--- src/logic/asp_pkg.sv ---
// Constants and types for the asynchronous serial port
`default_nettype none
package asp_pkg;
    localparam int unsigned FRAME_SEL_BIT = 7;
    localparam int unsigned MP_EN_BIT = 5;
    localparam int unsigned RX_EN_BIT = 4;
    localparam int unsigned TX_NINTH_BIT = 3;
    localparam int unsigned RX_NINTH_BIT = 2;
    localparam int unsigned TX_DONE_BIT = 1;
    localparam int unsigned RX_DONE_BIT = 0;
    localparam int unsigned CTRL_W = 8;
    localparam logic [CTRL_W-1:0] CTRL_RESET = 8'h00;
    localparam logic [7:0] BUF_RESET = 8'h00;
    localparam int unsigned DATA_BITS = 8;
    localparam int unsigned OVERSAMPLE = 16;
    localparam int unsigned SAMPLE_POINT = 8;
    typedef enum logic [2:0] {ASP_IDLE, ASP_START, ASP_DATA, ASP_NINTH, ASP_STOP} asp_state_t;
endpackage
`default_nettype wire

--- src/logic/asp_serial_port.sv ---
// Full-duplex asynchronous serial port with 8-bit and 9-bit framing
// Notes on behaviour
// - frame_width_select (control bit 7) picks 8-bit or 9-bit framing both ways.
// - 8-bit frame: start, eight data bits LSB first, stop; ten bit times.
// - Writing the serial buffer while idle starts transmission immediately; writes mid-frame are dropped.
// - tx_done_flag sets at the start of the stop bit.
// - Frames are received only while rx_enable is 1.
// - 8-bit accept stores byte, stop bit to rx_ninth_bit, sets flag.
// - Rejected frames leave buffer, rx_ninth_bit and rx_done_flag unchanged.
// - On overrun the first byte stays; later frames are discarded.
// - Interrupt request when enabled and either done flag is set.
// - 9-bit frame: start, eight data LSB first, ninth bit, stop; eleven bit times.
// - 9-bit transmit sends tx_ninth_bit (control bit 3) as ninth bit.
// - 9-bit receive puts ninth bit in rx_ninth_bit, stop bit ignored.
// - 9-bit accept needs flag 0 and, with multiproc_enable, ninth bit 1.
// - multiproc_enable bit 5, rx_enable bit 4, tx_done_flag bit 1.
`timescale 1ns/100ps
`default_nettype none
module asp_serial_port
    import asp_pkg::*;
#(
    parameter int unsigned OVS = asp_pkg::OVERSAMPLE
) (
    input wire logic mclk_in,
    input wire logic rst_n_in,
    input wire logic bit_tick_in,
    input wire logic [asp_pkg::CTRL_W-1:0] ctrl_wdata_in,
    input wire logic ctrl_wr_in,
    input wire logic [7:0] buf_wdata_in,
    input wire logic buf_wr_in,
    input wire logic irq_enable_in,
    input wire logic serial_in_pin_in,
    output logic serial_out_pin_out,
    output logic [asp_pkg::CTRL_W-1:0] serial_control_out,
    output logic [7:0] serial_buffer_out,
    output logic irq_out
);
    import asp_pkg::*;

    localparam int unsigned CW = $clog2(OVS);
    localparam logic [CW-1:0] OVS_LAST = CW'(OVS - 1);
    // Mid-bit sample point scales with the oversample rate
    localparam logic [CW-1:0] SAMPLE_AT = CW'(SAMPLE_POINT * OVS / OVERSAMPLE);

    // Control register and receive buffer
    logic [CTRL_W-1:0] ctrl_q;
    logic [CTRL_W-1:0] ctrl_d;
    logic [7:0] rx_buf_q;
    logic [7:0] rx_buf_d;

    // Pin synchroniser
    logic rx_meta_q;
    logic rx_meta_d;
    logic rx_sync_q;
    logic rx_sync_d;

    // Transmitter
    asp_state_t tx_st_q;
    asp_state_t tx_st_d;
    logic [7:0] tx_sh_q;
    logic [7:0] tx_sh_d;
    logic [2:0] tx_cnt_q;
    logic [2:0] tx_cnt_d;
    logic [CW-1:0] tx_div_q;
    logic [CW-1:0] tx_div_d;
    logic tx_pin_q;
    logic tx_pin_d;
    logic tx_done_set;

    // Receiver
    asp_state_t rx_st_q;
    asp_state_t rx_st_d;
    logic [7:0] rx_sh_q;
    logic [7:0] rx_sh_d;
    logic [2:0] rx_cnt_q;
    logic [2:0] rx_cnt_d;
    logic [CW-1:0] rx_div_q;
    logic [CW-1:0] rx_div_d;
    logic rx_n9_q;
    logic rx_n9_d;
    logic rx_done_set;
    logic [7:0] rx_load_byte;
    logic rx_load_ninth;

    wire logic nine_mode = ctrl_q[FRAME_SEL_BIT];
    // Ticks are divided down so the receiver can centre its sample
    wire logic tx_bit_en = bit_tick_in && (tx_div_q == OVS_LAST);
    wire logic rx_sample = bit_tick_in && (rx_div_q == SAMPLE_AT);

    // Two flops before any logic reads the pin; reset to idle high so no false start
    always_comb begin
        rx_meta_d = serial_in_pin_in;
        rx_sync_d = rx_meta_q;
    end

    always_ff @(posedge mclk_in) begin
        if (!rst_n_in) begin
            rx_meta_q <= 1'b1;
            rx_sync_q <= 1'b1;
        end else begin
            rx_meta_q <= rx_meta_d;
            rx_sync_q <= rx_sync_d;
        end
    end

    // Transmit sequencer
    always_comb begin
        tx_st_d = tx_st_q;
        tx_sh_d = tx_sh_q;
        tx_cnt_d = tx_cnt_q;
        tx_div_d = tx_div_q;
        tx_pin_d = tx_pin_q;
        tx_done_set = 1'b0;
        if (bit_tick_in) begin
            tx_div_d = (tx_div_q == OVS_LAST) ? '0 : tx_div_q + 1'b1;
        end
        unique case (tx_st_q)
            ASP_IDLE: begin
                tx_pin_d = 1'b1;
                if (buf_wr_in) begin
                    // Write alone launches the frame
                    tx_sh_d = buf_wdata_in;
                    tx_st_d = ASP_START;
                    tx_div_d = '0;
                    tx_pin_d = 1'b0;
                end
            end
            ASP_START: begin
                if (tx_bit_en) begin
                    tx_st_d = ASP_DATA;
                    tx_cnt_d = '0;
                    tx_pin_d = tx_sh_q[0];
                end
            end
            ASP_DATA: begin
                if (tx_bit_en) begin
                    tx_sh_d = {1'b0, tx_sh_q[7:1]};
                    tx_cnt_d = tx_cnt_q + 1'b1;
                    tx_pin_d = tx_sh_q[1];
                    if (tx_cnt_q == 3'(DATA_BITS - 1)) begin
                        if (nine_mode) begin
                            tx_st_d = ASP_NINTH;
                            // Taken from control as the last data bit ends
                            tx_pin_d = ctrl_q[TX_NINTH_BIT];
                        end else begin
                            tx_st_d = ASP_STOP;
                            tx_pin_d = 1'b1;
                            tx_done_set = 1'b1;
                        end
                    end
                end
            end
            ASP_NINTH: begin
                if (tx_bit_en) begin
                    tx_st_d = ASP_STOP;
                    tx_pin_d = 1'b1;
                    tx_done_set = 1'b1;
                end
            end
            ASP_STOP: begin
                if (tx_bit_en) begin
                    tx_st_d = ASP_IDLE;
                end
            end
            default: begin
                // Illegal state codes fall back to idle
                tx_st_d = ASP_IDLE;
                tx_pin_d = 1'b1;
            end
        endcase
    end

    // Receive sequencer, samples mid-bit
    always_comb begin
        rx_st_d = rx_st_q;
        rx_sh_d = rx_sh_q;
        rx_cnt_d = rx_cnt_q;
        rx_div_d = rx_div_q;
        rx_n9_d = rx_n9_q;
        rx_done_set = 1'b0;
        rx_load_byte = rx_sh_q;
        rx_load_ninth = rx_n9_q;
        if (bit_tick_in) begin
            rx_div_d = (rx_div_q == OVS_LAST) ? '0 : rx_div_q + 1'b1;
        end
        unique case (rx_st_q)
            ASP_IDLE: begin
                if (ctrl_q[RX_EN_BIT] && !rx_sync_q) begin
                    rx_st_d = ASP_START;
                    rx_div_d = '0;
                end
            end
            ASP_START: begin
                if (rx_sample) begin
                    // A glitch shorter than half a bit is not a start
                    rx_st_d = rx_sync_q ? ASP_IDLE : ASP_DATA;
                    rx_cnt_d = '0;
                end
            end
            ASP_DATA: begin
                if (rx_sample) begin
                    rx_sh_d = {rx_sync_q, rx_sh_q[7:1]};
                    rx_cnt_d = rx_cnt_q + 1'b1;
                    if (rx_cnt_q == 3'(DATA_BITS - 1)) begin
                        rx_st_d = nine_mode ? ASP_NINTH : ASP_STOP;
                    end
                end
            end
            ASP_NINTH: begin
                if (rx_sample) begin
                    rx_n9_d = rx_sync_q;
                    rx_st_d = ASP_STOP;
                end
            end
            ASP_STOP: begin
                if (rx_sample) begin
                    rx_st_d = ASP_IDLE;
                    // Stop bit is the ninth bit only in 8-bit framing
                    rx_load_ninth = nine_mode ? rx_n9_q : rx_sync_q;
                    // Full flag or failed address match drops the frame
                    if (!ctrl_q[RX_DONE_BIT] && (!ctrl_q[MP_EN_BIT] || rx_load_ninth)) begin
                        rx_done_set = 1'b1;
                    end
                end
            end
            default: begin
                // Illegal state codes fall back to idle
                rx_st_d = ASP_IDLE;
            end
        endcase
        // Clearing rx_enable drops a frame in flight, so nothing lands afterwards
        if (!ctrl_q[RX_EN_BIT]) begin
            rx_st_d = ASP_IDLE;
            rx_done_set = 1'b0;
        end
    end

    // Control bits and receive buffer; hardware sets beat software clears
    always_comb begin
        ctrl_d = ctrl_q;
        rx_buf_d = rx_buf_q;
        if (ctrl_wr_in) begin
            ctrl_d = ctrl_wdata_in;
        end
        if (tx_done_set) begin
            ctrl_d[TX_DONE_BIT] = 1'b1;
        end
        if (rx_done_set) begin
            rx_buf_d = rx_load_byte;
            ctrl_d[RX_NINTH_BIT] = rx_load_ninth;
            ctrl_d[RX_DONE_BIT] = 1'b1;
        end
    end

    // Control and receive buffer registers
    always_ff @(posedge mclk_in) begin
        if (!rst_n_in) begin
            ctrl_q <= CTRL_RESET;
            rx_buf_q <= BUF_RESET;
        end else begin
            ctrl_q <= ctrl_d;
            rx_buf_q <= rx_buf_d;
        end
    end

    // Transmit registers; the line idles high out of reset
    always_ff @(posedge mclk_in) begin
        if (!rst_n_in) begin
            tx_st_q <= ASP_IDLE;
            tx_sh_q <= '0;
            tx_cnt_q <= '0;
            tx_div_q <= '0;
            tx_pin_q <= 1'b1;
        end else begin
            tx_st_q <= tx_st_d;
            tx_sh_q <= tx_sh_d;
            tx_cnt_q <= tx_cnt_d;
            tx_div_q <= tx_div_d;
            tx_pin_q <= tx_pin_d;
        end
    end

    // Receive registers
    always_ff @(posedge mclk_in) begin
        if (!rst_n_in) begin
            rx_st_q <= ASP_IDLE;
            rx_sh_q <= '0;
            rx_cnt_q <= '0;
            rx_div_q <= '0;
            rx_n9_q <= 1'b0;
        end else begin
            rx_st_q <= rx_st_d;
            rx_sh_q <= rx_sh_d;
            rx_cnt_q <= rx_cnt_d;
            rx_div_q <= rx_div_d;
            rx_n9_q <= rx_n9_d;
        end
    end

    assign serial_out_pin_out = tx_pin_q;
    assign serial_control_out = ctrl_q;
    assign serial_buffer_out = rx_buf_q;
    // Level request: stays up while irq_enable_in is 1 until software clears both flags
    assign irq_out = irq_enable_in && (ctrl_q[TX_DONE_BIT] || ctrl_q[RX_DONE_BIT]);
endmodule
`default_nettype wire

--- config.mk ---
export PLATFORM = sky130hd
export DESIGN_NAME = asp_serial_port
export DESIGN_NICKNAME = d
export VERILOG_FILES = /design/src/logic/asp_pkg.sv /design/src/logic/asp_serial_port.sv
export SDC_FILE = /design/constraint.sdc
export NUM_CORES = 1
export LEC_CHECK = 0
export BUFFER_PORTS_ARGS = -buffer_cell sky130_fd_sc_hd__buf_2
export CAP_MARGIN = 20
export CORE_MARGIN = 2
export CORE_UTILIZATION = 25
export DETAILED_ROUTE_END_ITERATION = 7
export HOLD_SLACK_MARGIN = 0.15
export PLACE_DENSITY_LB_ADDON = 0.25
export SLEW_MARGIN = 30
export SYNTH_ARGS = -nofsm -noshare
export SYNTH_HDL_FRONTEND = slang
export SYNTH_SLANG_ARGS = --single-unit
--- constraint.sdc ---
create_clock -name mclk_in -period 1.8 [get_ports mclk_in]
set_input_delay 0.36 -clock mclk_in [delete_from_list [all_inputs] [get_ports mclk_in]]
set_output_delay 0.36 -clock mclk_in [all_outputs]
set_load 0.01 [all_outputs]
=== After elaboration in Yosys (flattened, before gate mapping) ===
Cells that the tools add are included.

* Register bits: 56
* Input port bits: 23
* Output and inout port bits: 18
* Logic and storage cells: 126

* Add/subtract/negate cells: 4
* Eq/ne operators: 25
* Multiplexer cells: 54
* Bitwise logic cells: 1
* Reduce and logical (&&, ||, !) cells: 26

{| class="wikitable"
|+ Operators with widths
! kind !! number
|-
| $mux W3 || 16
|-
| $mux W4 || 8
|-
| $pmux W3 S5 || 2
|-
| $ne A2 B2 Y1 const B || 12
|-
| $mux W1 || 20
|-
| $mux W8 || 2
|-
| $pmux W8 S2 || 1
|-
| $eq A3 B2 Y1 const B || 4
|-
| $eq A3 B3 Y1 const B || 4
|-
| $eq A4 B4 Y1 const B || 3
|-
| $pmux W3 S2 || 2
|-
| $reduce_and A6 Y1 || 2
|-
| $reduce_bool A2 Y1 || 5
|-
| $reduce_and A3 Y1 || 3
|-
| $add A4 B1 Y4 const B || 2
|-
| $add A3 B1 Y3 const B || 2
|-
| $eq A3 B1 Y1 const B || 2
|-
| $logic_not A3 Y1 || 2
|-
| $reduce_and A2 Y1 || 3
|-
| $logic_and A1 B1 Y1 || 5
|-
| $pmux W1 S5 || 1
|-
| $reduce_and A4 Y1 || 1
|-
| $logic_not A1 Y1 || 3
|-
| $logic_or A1 B1 Y1 || 2
|-
| other kinds (3) || 3
|}

=== Depth between registers and ports, before layout ===
Gate-level depths: netlist of the first run.

* Word-level depth: 8
* Gate-level depth with buffers: 8
* Gate-level depth less buffers: 6

=== Worst setup path after synthesis of the first run ===
No wires, ideal clock.

* Path kind: register to register
* Start: register ctrl_q[4] (netlist: serial_control_out[4])
* End: register ctrl_q[2] (netlist: serial_control_out[2])
* Library setup time: 131 ps
* Data arrival time: 1654 ps
* Data required time: 1669 ps
* Path slack: 16 ps
* Cell stages (with the launch flop): 7
* Path buffers: 2
* Clock period less this slack: 1784 ps
* Cells stage by stage: dfxtp_1 > or4b_1 > a2111o_1 > buf_2 > buf_6 > nand3_2 > o31ai_1

* Cells in the longest elaborated chain, start to end: 2
* Elaborated cells between the ends (all ways): 3
* Those cells by class: 2 x mux; 1 x reduce/logical

{| class="wikitable"
|+ Ends and longest elaborated chain
! item !! line !! RTL
|-
| start, declared || asp_serial_port.sv:46 || <nowiki>logic [CTRL_W-1:0] ctrl_q;</nowiki>
|-
| start signal, assigned || asp_serial_port.sv:261 || <nowiki>ctrl_q <= ctrl_d;</nowiki>
|-
| $mux W1 * || asp_serial_port.sv:232 || <nowiki>if (!ctrl_q[RX_EN_BIT]) begin</nowiki>
|-
| $mux W1 or $reduce_bool A2 Y1 (tied branches) || -- ||
|}

Mark *: on every way between the ends. The rest lies on a longest branch, timed or not.
A chain may end at the register's enable or synchronous reset.

=== Worst setup path in the final report of the first run ===
* Start: register rx_st_q[0]
* End: register ctrl_q[2] (netlist: serial_control_out[2])

* Cells in the longest elaborated chain, start to end: 4
* Elaborated cells between the ends (all ways): 6
* Those cells by class: 1 x eq/ne; 4 x mux; 1 x reduce/logical

{| class="wikitable"
|+ Ends and longest elaborated chain
! item !! line !! RTL
|-
| start, declared || asp_serial_port.sv:71 || <nowiki>asp_state_t rx_st_q;</nowiki>
|-
| start signal, assigned || asp_serial_port.sv:292 || <nowiki>rx_st_q <= rx_st_d;</nowiki>
|-
| $eq A3 B3 Y1 * || asp_serial_port.sv:186 || <nowiki>unique case (rx_st_q)</nowiki>
|-
| $mux W1 || asp_serial_port.sv:186 ||
|-
| $mux W1 || asp_serial_port.sv:232 ||
|-
| $mux W1 or $reduce_bool A2 Y1 (tied branches) || -- ||
|}

Marked as above.

==> impl_metrics.json, run 1 <==
{
  "antenna_found_initial": 0,
  "hold_viol": 0,
  "placed_area_um2": 3090,
  "fin_crit_ns": 1.69,
  "synth-compound-area-share_pct": 21.6,
  "drive_gt1_share_pct": 27.1,
  "gp_congestion": 0.812,
  "holdBufCountCts": 0,
  "grt_pass1_wl_um": 10500,
  "stdcell_count": 479,
  "arrival_ns": 1.93,
  "synth-adder-area-share_pct": 3.31,
  "drc": 0,
  "row_count": 37,
  "via_count": 2312,
  "slew_headroom_pct": 68.1,
  "clock_path_buffers": 2,
  "synth_top_family_by_area": "compound AO/OA/AOI/OAI gates",
  "fmax_ghz": 0.591,
  "grt_pass1_vias": 2193,
  "die_x_um": 107,
  "synthArstFlopShare_pct": 0,
  "cts.sinks": 56,
  "die_h_um": 107,
  "setup_tns_ns": 0,
  "postLayoutCellArea_um2": 3200,
  "synth_fp_nets": 325,
  "cts_inserted_buffers": 5,
  "routed_wl_um": 6380,
  "avgSynthCellArea_um2": 8.97,
  "peakVddDrop_v": 0.000308,
  "ys_types": 51,
  "status": "finished, final reports clean",
  "worstSetupStartpointType": "flip-flop",
  "area_delta_synth_final_pct": 21.0,
  "antenna_cells": 0,
  "cp.required_ns": 2.04,
  "utilization_pct": 31.0,
  "die-area_um2": 11400,
  "cts_root_buffer": "clkbuf_8",
  "worstSetupPathType": "reg -> reg",
  "io_pins": 41,
  "syn_area_um2": 2650,
  "final_common_cell": "dfxtp_1",
  "power.density_nw_per_um2": 707,
  "drt_first_pass_iters": 4,
  "port_buffers": 40,
  "cp_max_fo": 19,
  "final_nets": 372,
  "htree_levels": 2,
  "worstMarginPinSlew_ns": 0.473,
  "grt_max_degree": 27,
  "place_hpwl_um": 4560,
  "coreArea_um2": 10300,
  "clock_latency_ns": 0.32,
  "max_cap_viol_count": 0,
  "via_per_inst": 4.83,
  "path_clk_slew_ns": 0.11,
  "final.fill_count": 1085,
  "synth_mux_area_share_pct": 8.79,
  "synthXorXnorAreaFrac_pct": 0.662,
  "overflow": 0,
  "netlist_instances": 295,
  "gr-usage-all-layers_pct": 11.5,
  "synth_edf_count": 0,
  "start_util_pct": 25.6,
  "hp-class": "in -> reg",
  "leakage_nw": 1.29,
  "synth-simple-area-share_pct": 18.5,
  "fin_total_pwr_mw": 2.27,
  "endpoint_kind": "flip-flop",
  "ys_ff_latch": 56,
  "rsz0062_at_grt": "false",
  "final_cell_mix": "55 x dfxtp_1, 40 x buf_2, 22 x nand3_1, 22 x buf_4, 21 x mux2i_1",
  "drtIter0Drc": 82,
  "finalMaxSlewViolations": 0,
  "finalCritPeriodShare_pct": 93.9,
  "yosysSeqAreaShare_pct": 42.3,
  "fin_worst_skew_ns": 0.00909,
  "finalSetupViolCount": 0,
  "wl_per_cell_um": 13.3,
  "ant_nets": 0,
  "yosys_most_used_dff": "dfxtp_1",
  "yosysWarnings": 0,
  "dp.cells": 469,
  "cts_tree": "done"
}
sequential cells by signal, summed over array words and instances (netlist names):
| name | cells |
|---|---|
| rx_cnt_q | 3 |
| rx_div_q | 4 |
| rx_load_byte | 8 |
| rx_meta_q | 1 |
| rx_n9_q | 1 |
| rx_st_q | 3 |
| rx_sync_q | 1 |
| serial_buffer_out | 8 |
| serial_control_out | 8 |
| serial_out_pin_out | 1 |
| tx_cnt_q | 3 |
| tx_div_q | 4 |
| tx_sh_q | 8 |
| tx_st_q | 3 |
kinds of logic after synthesis:
logic type                 count (synthesis)
DFF                                       56
adders and majority gates                  7
and+or+nand+nor                           93
buffers and inverters                     31
AOI/OAI and AO/OA                         83
xor gates and xnor gates                   2
muxes                                     23
final cells by class:
cell class,count,area [um^2],area share (%)
Multi-Input combinational cell,208,1400,43.7
Sequential cell,56,1120,35.0
Timing Repair Buffer,63,385,12.0
Tap cell,136,170,5.31
Clock buffer,5,68.8,2.15
Inverter,8,30.0,0.937
Clock inverter,3,26.3,0.820
synth_stat cells (3+ instances only):
cell	count	share of area [%]
a21o_1	3	0.85
a21oi_1	20	3.8
a311oi_1	7	2.3
a31oi_1	6	1.4
a32o_1	3	1.1
buf_2	4	0.76
clkbuf_1	16	2.3
dfxtp_1	56	42
ha_1	7	3.3
inv_1	8	1.1
mux2i_1	21	7.9
nand2_1	18	2.6
nand2b_1	5	1.2
nand3_1	22	4.2
nand4b_1	3	0.99
nor2_1	20	2.8
nor2b_1	5	1.2
nor3_1	4	0.76
o21ai_0	16	3.0
o21ai_2	8	2.6
o31ai_1	3	0.85
worst max-delay path, cell delays in order (launching register included):
cell and delay (ns):
dfxtp_1 0.33, or4b_1 0.52, a2111o_1 0.41, buf_12 0.18, o31ai_1 0.18
report_power, final:
group          internal (mW)  leakage, nW  switching [mW]  total [mW]
clock network          0.285       0.0487           0.451       0.736
registers               1.28        0.456          0.0236        1.30
logic                  0.105        0.786           0.126       0.231
final timing paths:
kind	slack [ns]	depth (start not counted)	endpoint	from
hold / removal	0.23	2	rx_meta_q$_SDFF_PN1_	serial_in_pin_in
setup / recovery	0.11	4	serial_control_out[2]$_SDFFE_PN0P_	rx_st_q[0]$_SDFFE_PN0P_
setup reg to reg	0.11	4	serial_control_out[2]$_SDFFE_PN0P_	rx_st_q[0]$_SDFFE_PN0P_
hold reg to reg	0.42	1	rx_sync_q$_SDFF_PN1_	rx_meta_q$_SDFF_PN1_
metal layers:
layer,GRT usage (%),up-vias,part of all wire (%)
met3,2.92,9,4.5
met4,4.08,0,1.6
met2,17.8,38,44
li1,-,1175,-
met5,0,-,0
met1,15.5,1090,49
per-stage QoR:
stage	setup WS (ns)	hold slack, ns
floorplan	0.0156	0.386
global placement	0.0890	0.396
detailed placement	0.0488	0.399
CTS	0.0130	0.219
global route	0.00725	0.222
finish	0.109	0.229
timing repair:
action | 4_1_cts | 5_1_grt
endpoints found under the setup margin | 0 | 29
endpoints found under the hold margin | 0 | 0
setup buffers | 0 | 2
resized for setup | 0 | 3
No activity file was read; power rests on OpenSTA's default activity.
==> run 2: changes to the inputs <==
--- a/config.mk
+++ b/config.mk
@@ -7,7 +7,7 @@
 export LEC_CHECK = 0
 export BUFFER_PORTS_ARGS = -buffer_cell sky130_fd_sc_hd__buf_2
 export CAP_MARGIN = 20
-export CORE_MARGIN = 2
+export CORE_MARGIN = 5
 export CORE_UTILIZATION = 25
 export DETAILED_ROUTE_END_ITERATION = 7
 export HOLD_SLACK_MARGIN = 0.15
==> impl_metrics.json, run 2 (synthesized netlist as in run 1, its figures left out) <==
{
  "arrival_ns": 1.93,
  "hold_depth": 2,
  "drt_first_pass_iters": 4,
  "timing.rr.start": "rx_st_q[0]$_SDFFE_PN0P_",
  "die_h_um": 113,
  "slew_headroom_pct": 68.4,
  "worstMarginPinSlew_ns": 0.469,
  "row_count": 37,
  "gr-usage-all-layers_pct": 10.1,
  "hp-class": "in -> reg",
  "final_nets": 370,
  "drtIter0Drc": 116,
  "whs_ns": 0.223,
  "worstSetupStartpointType": "flip-flop",
  "coreArea_um2": 10300,
  "routed_wl_um": 6360,
  "fin_total_pwr_mw": 2.28,
  "cts.sinks": 56,
  "cp.required_ns": 2.02,
  "via_per_inst": 4.82,
  "final_common_cell": "dfxtp_1",
  "holdPathEnd": "rx_meta_q$_SDFF_PN1_",
  "cts_tree": "done",
  "holdBufCountCts": 0,
  "startpoint": "rx_st_q[0]$_SDFFE_PN0P_",
  "via_count": 2301,
  "finalCritPeriodShare_pct": 95.1,
  "gp_congestion": 0.729,
  "cts_inserted_buffers": 5,
  "fin_ws_ns": 0.0882,
  "clock_path_buffers": 2,
  "setup_tns_ns": 0,
  "path_clk_slew_ns": 0.11,
  "port_buffers": 40,
  "cts_root_buffer": "clkbuf_8",
  "io_pins": 41,
  "stdcell_count": 477,
  "max_cap_viol_count": 0,
  "fin_crit_ns": 1.71,
  "htree_levels": 2,
  "regToRegSetupSlack_ns": 0.09,
  "peakVddDrop_v": 0.000308,
  "drc": 0,
  "place_ws_ns": 0.0563,
  "die_x_um": 113,
  "start_util_pct": 25.6,
  "antenna_found_initial": 0,
  "die-area_um2": 12700,
  "fin_worst_skew_ns": 0.00898,
  "leakage_nw": 1.29,
  "dp.cells": 468,
  "hp-start": "serial_in_pin_in",
  "rr_endpoint": "serial_buffer_out[3]$_SDFFE_PN0P_",
  "grt_max_degree": 37,
  "postLayoutCellArea_um2": 3210,
  "utilization_pct": 31.1,
  "area_delta_synth_final_pct": 21.1,
  "power.density_nw_per_um2": 710,
  "cp_max_fo": 19,
  "final_cell_mix": "54 x dfxtp_1, 40 x buf_2, 22 x nand3_1, 21 x mux2i_1",
  "hold_viol": 0,
  "finalSetupViolCount": 0,
  "wl_per_cell_um": 13.3,
  "endpoint_kind": "flip-flop",
  "ant_nets": 0,
  "grt_pass1_vias": 2188,
  "drive_gt1_share_pct": 27.0,
  "fmax_ghz": 0.584,
  "grt_pass1_wl_um": 10700,
  "reg2reg_depth": 5,
  "rsz0062_at_grt": "true",
  "clock_latency_ns": 0.31,
  "antenna_cells": 0,
  "overflow": 0,
  "place_hpwl_um": 4540,
  "finalMaxSlewViolations": 0,
  "worstSetupPathType": "reg -> reg",
  "placed_area_um2": 3090,
  "status": "finished, final reports clean"
}
==> run 2: routing by layer <==
metal	up-vias	share of wire, %	track usage, %
met2	41	45	15.7
met4	0	0.96	2.64
li1	1166	-	-
met5	-	0	0
met3	4	4.3	2.30
met1	1090	49	14.1
==> run 2: cell type report <==
cell class	instances	area, um^2
clock inverter	3	27.5
tap	136	170
inverter	8	30.0
timing repair buffer	61	383
clock buffer	5	68.8
multi-input combinational	208	1400
sequential	56	1120
fill	1099	7120
==> run 2: critical path: stages (launching register included) <==
cell and delay (ns):
dfxtp_1 0.33, or4b_1 0.55, a2111o_1 0.41, buf_12 0.18, nand3_1 0.10, o21ai_2 0.06
==> run 2: report_power, final <==
| part | internal, mW | switching, mW |
|---|---|---|
| logic | 0.105 | 0.123 |
| clock network | 0.287 | 0.461 |
| registers | 1.28 | 0.0256 |
==> run 2: how the worst max path moves through the flow <==
stage,slack [ns],endpoint
floorplan,0.02,serial_control_out[2]$_SDFFE_PN0P_
global placement,0.07,serial_buffer_out[0]$_SDFFE_PN0P_
detailed placement,0.06,serial_buffer_out[2]$_SDFFE_PN0P_
CTS,0.04,serial_control_out[2]$_SDFFE_PN0P_
global route,-0.02,serial_control_out[2]$_SDFFE_PN0P_
finish,0.09,serial_buffer_out[3]$_SDFFE_PN0P_
==> run 2: timing repair <==
item	CTS	global route
buffers inserted	0	1
endpoints found under the setup margin	0	31
resized for setup	0	4
